File: src/rtcpc_defines.svh
// Constants for the RTC pin control block
`ifndef RTCPC_DEFINES_SVH
`define RTCPC_DEFINES_SVH
`define RTCPC_WIN_LO        16'h1900
`define RTCPC_WIN_HI        16'h197f
`define RTCPC_CLKOUT_EN_RST 1'b0
`define RTCPC_WAKE_OUT_RST  1'b0
`define RTCPC_XTAL_HZ       32768
`define RTCPC_SYS_HZ        10000000
`define RTCPC_XTAL_DIV      ((`RTCPC_SYS_HZ / (2 * `RTCPC_XTAL_HZ)) < 1 ? 1 : \
	(`RTCPC_SYS_HZ / (2 * `RTCPC_XTAL_HZ)))
`endif

File: src/rtcpc_pkg.sv
// Types for the RTC pin control block
package rtcpc_pkg;
	typedef enum logic [1:0] {
		RTCPC_IDLE  = 2'b00,
		RTCPC_WAKE  = 2'b01,
		RTCPC_ALARM = 2'b10
	} rtcpc_state_t;
endpackage : rtcpc_pkg

File: src/rtcpc_top.sv
// RTC pin control: clock output gating, wake pin, register window blocking
// Functional notes
// - Drive the RTC clock output only while the enable bit is set, else Hi-Z.
// - After reset the RTC clock output stays Hi-Z until software enables it.
// - Wake pin as input: an assertion wakes the core from idle.
// - At RTC supply power-up the wake pin is an input.
// - Wake pin as output: open-drain, pulled low on alarm, else released.
// - Oscillator off: RTC window 1900h to 197Fh is inaccessible.
// - RTC time is kept from the 32.768 kHz crystal clock.
`timescale 1ns/1ps
`include "rtcpc_defines.svh"
module rtcpc_top
	import rtcpc_pkg::*;
(
	input  wire logic        sys_clk,
	input  wire logic        rst_n,
	input  wire logic        clk_en,
	input  wire logic        clock_output_enable_bit,
	input  wire logic        wake_as_output,
	input  wire logic        rtc_alarm,
	input  wire logic        wake_pin_in,
	input  wire logic        osc_enable,
	input  wire logic        core_idle,
	input  wire logic        bus_req,
	input  wire logic        bus_we,
	input  wire logic [15:0] bus_addr,
	input  wire logic [15:0] rtc_rdata,
	output logic             rtc_clock_output_pin_o,
	output logic             rtc_clock_output_pin_oe,
	output logic             wake_pin_o,
	output logic             wake_pin_oe,
	output logic             core_wake,
	output logic             rtc_sel,
	output logic             rtc_we,
	output logic             bus_ack,
	output logic [15:0]      bus_rdata
);

	function automatic logic in_window(input logic [15:0] a);
		in_window = (a >= `RTCPC_WIN_LO) && (a <= `RTCPC_WIN_HI);
	endfunction : in_window

	localparam logic [8:0] DIV_LAST = 9'(`RTCPC_XTAL_DIV - 1);

	logic [8:0]   div_q;
	logic         xtal_q;
	rtcpc_state_t st_q;
	rtcpc_state_t st_d;
	logic         clk_pin_q;
	logic         clk_oe_q;
	logic         wake_o_q;
	logic         wake_oe_q;
	logic         core_wake_q;
	logic         sel_q;
	logic         we_q;
	logic         ack_q;
	logic [15:0]  rdata_q;

	wire hit      = bus_req && in_window(bus_addr);
	wire win_open = hit && osc_enable;
	wire wake_in  = !wake_as_output && !wake_pin_in;
	wire div_wrap = (div_q == DIV_LAST);
	// Next values of the pin, core wake, bus and divider flops
	wire        clk_pin_d   = clock_output_enable_bit & xtal_q;
	wire        clk_oe_d    = clock_output_enable_bit;
	wire        wake_oe_d   = (st_d == RTCPC_ALARM);
	wire        core_wake_d = (st_d == RTCPC_WAKE);
	wire        sel_d       = win_open;
	wire        we_d        = win_open && bus_we;
	wire        ack_d       = hit;
	wire [15:0] rdata_d     = (win_open && !bus_we) ? rtc_rdata : 16'h0000;
	wire [8:0]  div_d       = div_wrap ? 9'h000 : div_q + 9'h001;

	// Approximate crystal tick model on the system clock; the true crystal
	// sits outside this clock domain, so this only paces the output pin.
	always_ff @(posedge sys_clk) begin
		if (!rst_n) begin
			div_q  <= 9'h000;
			xtal_q <= 1'b0;
		end else if (clk_en) begin
			div_q  <= div_d;
			if (div_wrap)
				xtal_q <= !xtal_q;
		end
	end

	always_comb begin
		st_d = st_q;
		case (st_q)
			RTCPC_IDLE:  st_d = wake_as_output ? (rtc_alarm ? RTCPC_ALARM : RTCPC_IDLE)
				: (wake_in && core_idle ? RTCPC_WAKE : RTCPC_IDLE);
			RTCPC_WAKE:  st_d = (wake_as_output && rtc_alarm) ? RTCPC_ALARM : RTCPC_IDLE;
			RTCPC_ALARM: st_d = (wake_as_output && rtc_alarm) ? RTCPC_ALARM : RTCPC_IDLE;
			default:     st_d = RTCPC_IDLE;
		endcase
	end

	// Enable bit gates drive and level together, so a disabled pin shows no edges
	always_ff @(posedge sys_clk) begin
		if (!rst_n) begin
			clk_pin_q <= 1'b0;
			clk_oe_q  <= `RTCPC_CLKOUT_EN_RST;
		end else if (clk_en) begin
			clk_pin_q <= clk_pin_d;
			clk_oe_q  <= clk_oe_d;
		end
	end

	AST_CLKOUT_LOW_OFF: assert property (@(posedge sys_clk) disable iff (!rst_n)
		clk_en && !clock_output_enable_bit |=> !rtc_clock_output_pin_o)
		else $error("clock output level moves while disabled");
	AST_XTAL_HOLD: assert property (@(posedge sys_clk) disable iff (!rst_n)
		clk_en && !div_wrap |=> xtal_q == $past(xtal_q))
		else $error("crystal pacing toggled early");
	AST_DIV_RANGE: assert property (@(posedge sys_clk) disable iff (!rst_n)
		div_q <= DIV_LAST)
		else $error("crystal pacing divider out of range");
	AST_FREEZE: assert property (@(posedge sys_clk) disable iff (!rst_n)
		!clk_en |=> $stable(div_q) && $stable(xtal_q) && $stable(st_q)
			&& $stable(rtc_clock_output_pin_oe) && $stable(wake_pin_oe) && $stable(bus_ack))
		else $error("state moved while clock enable was low");

	always_ff @(posedge sys_clk) begin
		if (!rst_n) begin
			st_q        <= RTCPC_IDLE;
			wake_o_q    <= 1'b0;
			wake_oe_q   <= `RTCPC_WAKE_OUT_RST;
			core_wake_q <= 1'b0;
		end else if (clk_en) begin
			st_q        <= st_d;
			wake_o_q    <= 1'b0;
			wake_oe_q   <= wake_oe_d;
			core_wake_q <= core_wake_d;
		end
	end

	AST_WAKE_ALARM_PULL: assert property (@(posedge sys_clk) disable iff (!rst_n)
		clk_en && wake_as_output && rtc_alarm |=> wake_pin_oe)
		else $error("wake pin not pulled on alarm");
	AST_WAKE_RELEASE: assert property (@(posedge sys_clk) disable iff (!rst_n)
		clk_en && !(wake_as_output && rtc_alarm) |=> !wake_pin_oe)
		else $error("wake pin not released");
	AST_WAKE_PULSE: assert property (@(posedge sys_clk) disable iff (!rst_n)
		clk_en && core_wake |=> !core_wake)
		else $error("core wake longer than one cycle");
	AST_WAKE_REFUSED: assert property (@(posedge sys_clk) disable iff (!rst_n)
		clk_en && wake_as_output |=> !core_wake)
		else $error("core woken while wake pin is an output");
	AST_WAKE_BUSY_CORE: assert property (@(posedge sys_clk) disable iff (!rst_n)
		clk_en && !core_idle |=> !core_wake)
		else $error("core woken while not idle");
	AST_STATE_LEGAL: assert property (@(posedge sys_clk) disable iff (!rst_n)
		st_q inside {RTCPC_IDLE, RTCPC_WAKE, RTCPC_ALARM})
		else $error("wake state left its legal codes");

	// Every window access is answered, even a blocked one,
	// so the processor never stalls on a stopped oscillator
	always_ff @(posedge sys_clk) begin
		if (!rst_n) begin
			sel_q   <= 1'b0;
			we_q    <= 1'b0;
			ack_q   <= 1'b0;
			rdata_q <= 16'h0000;
		end else if (clk_en) begin
			sel_q   <= sel_d;
			we_q    <= we_d;
			ack_q   <= ack_d;
			rdata_q <= rdata_d;
		end
	end

	AST_WINDOW_OPEN: assert property (@(posedge sys_clk) disable iff (!rst_n)
		clk_en && win_open |=> rtc_sel && bus_ack && rtc_we == $past(bus_we))
		else $error("open window access not passed on");
	AST_OPEN_READ_DATA: assert property (@(posedge sys_clk) disable iff (!rst_n)
		clk_en && win_open && !bus_we |=> bus_rdata == $past(rtc_rdata))
		else $error("window read data not returned");
	AST_OUTSIDE_IGNORED: assert property (@(posedge sys_clk) disable iff (!rst_n)
		clk_en && !hit |=> !bus_ack && !rtc_sel && !rtc_we)
		else $error("access outside window answered");
	AST_WRITE_RDATA_ZERO: assert property (@(posedge sys_clk) disable iff (!rst_n)
		clk_en && bus_we |=> bus_rdata == 16'h0000)
		else $error("write returned read data");
	AST_BLOCK_WR_ACK: assert property (@(posedge sys_clk) disable iff (!rst_n)
		clk_en && hit && !osc_enable && bus_we |=> bus_ack && !rtc_we)
		else $error("blocked write not answered or not dropped");

	assign rtc_clock_output_pin_o  = clk_pin_q;
	assign rtc_clock_output_pin_oe = clk_oe_q;
	assign wake_pin_o              = wake_o_q;
	assign wake_pin_oe             = wake_oe_q;
	assign core_wake               = core_wake_q;
	assign rtc_sel                 = sel_q;
	assign rtc_we                  = we_q;
	assign bus_ack                 = ack_q;
	assign bus_rdata               = rdata_q;

	AST_CLKOUT_GATE: assert property (@(posedge sys_clk) disable iff (!rst_n)
		clk_en && $past(rst_n) |=> rtc_clock_output_pin_oe == $past(clock_output_enable_bit))
		else $error("clock output enable does not follow enable bit");
	AST_CLKOUT_RESET: assert property (@(posedge sys_clk)
		$rose(rst_n) |-> !rtc_clock_output_pin_oe)
		else $error("clock output driven right after reset");
	AST_WAKE_CORE: assert property (@(posedge sys_clk) disable iff (!rst_n)
		clk_en && st_q == RTCPC_IDLE && !wake_as_output && !wake_pin_in && core_idle
		|=> core_wake)
		else $error("wake pin did not wake core");
	AST_WAKE_INPUT_DEFAULT: assert property (@(posedge sys_clk)
		$rose(rst_n) |-> !wake_pin_oe)
		else $error("wake pin not an input after reset");
	AST_WAKE_OPEN_DRAIN: assert property (@(posedge sys_clk) disable iff (!rst_n)
		wake_pin_o == 1'b0)
		else $error("wake pin drives a high level");
	AST_WAKE_PULL_CAUSE: assert property (@(posedge sys_clk) disable iff (!rst_n)
		$past(clk_en) && wake_pin_oe |-> $past(wake_as_output) && $past(rtc_alarm))
		else $error("wake pin pulled without alarm in output mode");
	AST_WINDOW_BLOCK: assert property (@(posedge sys_clk) disable iff (!rst_n)
		clk_en && !osc_enable |=> !rtc_sel && !rtc_we)
		else $error("RTC window reached with oscillator off");
	AST_BLOCKED_READ_ZERO: assert property (@(posedge sys_clk) disable iff (!rst_n)
		clk_en && hit && !osc_enable |=> bus_ack && bus_rdata == 16'h0000)
		else $error("blocked access not answered with zero");
	AST_XTAL_PACE: assert property (@(posedge sys_clk) disable iff (!rst_n)
		clk_en && div_wrap |=> div_q == 9'h000 && xtal_q != $past(xtal_q))
		else $error("crystal pacing divider wrong");

endmodule : rtcpc_top

File: config.mk
export PLATFORM = sky130hd
export DESIGN_NAME = rtcpc_top
export DESIGN_NICKNAME = d
export VERILOG_FILES = /design/src/rtcpc_pkg.sv /design/src/rtcpc_top.sv
export VERILOG_INCLUDE_DIRS = /design/src
export SDC_FILE = /design/constraint.sdc
export NUM_CORES = 1
export LEC_CHECK = 0
export BUFFER_PORTS_ARGS = -buffer_cell sky130_fd_sc_hd__buf_2
export CAP_MARGIN = 20
export CORE_MARGIN = 4
export CORE_UTILIZATION = 30
export CTS_BUF_LIST = sky130_fd_sc_hd__clkbuf_16
export DETAILED_ROUTE_END_ITERATION = 8
export PLACE_DENSITY = 0.58
export SYNTH_ARGS = -nofsm -noshare
export SYNTH_HDL_FRONTEND = slang
export SYNTH_SLANG_ARGS = --single-unit
File: constraint.sdc
create_clock -name sys_clk -period 2.75 [get_ports sys_clk]
set_input_delay 0 -clock sys_clk [delete_from_list [all_inputs] [get_ports sys_clk]]
set_output_delay 0 -clock sys_clk [all_outputs]
set_load 0.005 [all_outputs]
==> results_dict.tcl <==
set metrics [dict create \
    vias 1418 \
    die_width_um 79.7 \
    syn_inst 167 \
    synth_nets 213 \
    cts_root_buf "clkbuf_16" \
    ys.warnings.count 0 \
    period_share_pct 56.2 \
    hold_slack_ns 0.0359 \
    arrival_ns 1.69 \
    ctsLongestPathBuffers 2 \
    cp.required_ns 2.90 \
    max-slew-margin-rel_pct 48.1 \
    drt_iter0_markers 57 \
    p_leak_nw 0.937 \
    vias_per_cell 4.60 \
    wl_per_cell_um 11.7 \
    fillCellCount 476 \
    startpoint_type "flop" \
    layout-drive-gt1-share_pct 32.0 \
    ir_drop_uv 225 \
    grt_overflow 0 \
    cts_buffers 5 \
    htreeDepth 2 \
    p_seq_share_pct 45.6 \
    clock_power_share_pct 45.6 \
    fin_ws_ns 1.21 \
    critPathCaptureType "flop" \
    drtAntennaViolNets 0 \
    clkTransAtPathRegs_ns 0.05 \
    portBuffers 58 \
    multiInputGateArea_um2 769 \
    crit_slowest_cell "o31ai_4" \
    cts_tree "done" \
    layout_commonest_cell "buf_2" \
    pwr-share-comb_pct 8.8 \
    hold_buffers 19 \
    rsz0062_at_grt "false" \
    pre_cts_ws_ns 1.22 \
    antenna_found_initial 0 \
    hold_viol_final 0 \
    worstSetupPathType "flop to flop" \
    final_net_count 287 \
    tns_ns 0 \
    critical_path.max_fanout 7 \
    synth-main-ff-cell "dfxtp_1" \
    post-cts-setup-buffers 0 \
    cts_resized 0 \
    worst_slew_pin_slew_ns 0.779 \
    switching_share_pct 21.5 \
    diodes 0 \
    syn_area_um2 1540 \
    first_pass_iters 4 \
    rows 25 \
    ys_ff_latch 35 \
    fin_util_pct 45.1 \
    wl_um 3590 \
    start_util_pct 31.8 \
    synth_edf_count 0 \
    dieArea_um2 6350 \
    critPathTopFamily "compound AO/OA/AOI/OAI gates" \
    seq_area_frac_synth_pct 45.4 \
    clock-sinks 35 \
    dp_hpwl_um 2490 \
    dp_cells 282 \
    io_pins 67 \
    syn_to_final_growth_pct 41.8 \
    fmax_mhz 648 \
    grt_pass1_vias 1338 \
    p_sw_w 0.000245 \
    hp-class "input pin to flop" \
    status "completed" \
    synth_area_per_cell_um2 9.24 \
    clkLatencyLatePin_ns 0.27 \
    die_h_um 79.7 \
    fin_skew_ns 0.00340 \
    setup_violations 0 \
    power.density_nw_per_um2 520 \
    worstPathCellList "ha_1 -> nand4_1 -> o31ai_4 -> nor2_1" \
    final_cell_mix "58 x buf_2, 38 x nand2_1, 35 x dfxtp_1" \
    finalNonFillerCells 308 \
    synth-async-reset-ratio_pct 0 \
    seq_area_um2 701 \
    p_int_w 0.000892 \
    ys_types 34 \
    cp_num_buf_inv 0 \
    cap_violations 0 \
    core-area_um2 4850 \
    maxSlewViolCount 0 \
    route.detailed.drc 0 \
    grt_usage_pct 12.0 \
    grt_pass1_wl_um 5930 \
    place_congestion 0.740 \
    critical-path-max-stage-delay_ns 0.45 \
    grt_start_max_net_pins 26 \
    period_minus_slack_ns 1.54 \
]
-- state kept, by name, indices dropped and copies added, names as in the netlist --
name                     count
rtc_clock_output_pin_o       1
rtc_we                       1
core_wake                    1
st_q                         2
rtc_clock_output_pin_oe      1
wake_pin_oe                  1
div_q                        9
bus_rdata                   16
rtc_sel                      1
bus_ack                      1
xtal_q                       1
-- area by class of cell --
class                   count  area share (%)
clock buffers               5            5.72
clock inverters             2           0.400
inverters                   3           0.515
multi-input cells         118            35.2
flip-flops and latches     35            32.0
well taps                  67            3.83
repair buffers             78            22.3
-- worst register-to-register path, cell delays in order, from the launching register on --
cell and delay (ns):
dfxtp_1 0.38, ha_1 0.23, nand4_1 0.27, o31ai_4 0.45, nor2_1 0.09
-- power groups by stage --
stage,sequential (W),clock [W],combinational [W]
6_report,0.000518,0.000518,0.000100
5_1_grt,0.000519,0.000560,0.000112
4_1_cts,0.000518,0.000536,0.000102
3_5_place_dp,0.000529,0,0.0000808
3_3_place_gp,0.000528,0,0.0000802
2_1_floorplan,0.000528,0,0.0000470
-- per-layer routing --
layer  up-vias  GRT usage, %  share of wire [%]
met5         -             0                  0
met2        47          18.4                 43
met3         9          4.40                7.4
met1       635          14.9                 47
met4         0          5.33                2.7
li1        727             -                  -
-- final timing paths --
path	from	to	slack [ns]	depth (start not counted)
hold reg to reg	bus_rdata[9]	bus_rdata[9]	0.44	2
setup / recovery	div_q[0]	div_q[1]	1.21	4
hold / removal	wake_pin_in	st_q[0]	0.04	4
setup reg to reg	div_q[0]	div_q[1]	1.21	4
-- cell usage after synthesis, types with 2 or more instances --
library cell / number / area [um^2]
a21oi_1: 8 / 40.0
buf_2: 4 / 20.0
buf_4: 2 / 15.0
clkbuf_1: 3 / 11.3
dfxtp_1: 35 / 701
ha_1: 3 / 37.5
inv_1: 3 / 11.3
mux2i_1: 2 / 20.0
nand2_1: 38 / 143
nand2b_1: 6 / 37.5
nand3_1: 4 / 20.0
nand4_1: 4 / 25.0
nor2_1: 7 / 26.3
nor2b_1: 4 / 25.0
o21a_1: 2 / 15.0
o21ai_0: 4 / 20.0
o21ai_1: 2 / 10.0
o31ai_1: 9 / 67.6
o31ai_2: 7 / 87.6
or3_1: 4 / 25.0
xor2_1: 3 / 26.3
-- logic make-up (layout without fill, tap and decap cells) --
logic type      count (synthesis)  in the layout  share of synthesized area (%)
buf+inv                        14             88                           4.70
other cells                     1              1                          0.243
flops                          35             35                           45.4
compound gates                 36             36                           18.8
simple gates                   72             72                           24.8
mux                             2              2                           1.30
xor+xnor                        4              4                           2.27
fa+ha+maj                       3              3                           2.43
-- through the flow --
step                      area, um^2  power [W]
after floorplan                 1540   0.000575
after global placement          1860   0.000609
after detailed placement        1860   0.000610
after CTS                       2190    0.00116
after global routing            2190    0.00119
final                           2190    0.00114
(Power assumes the default switching activity.)
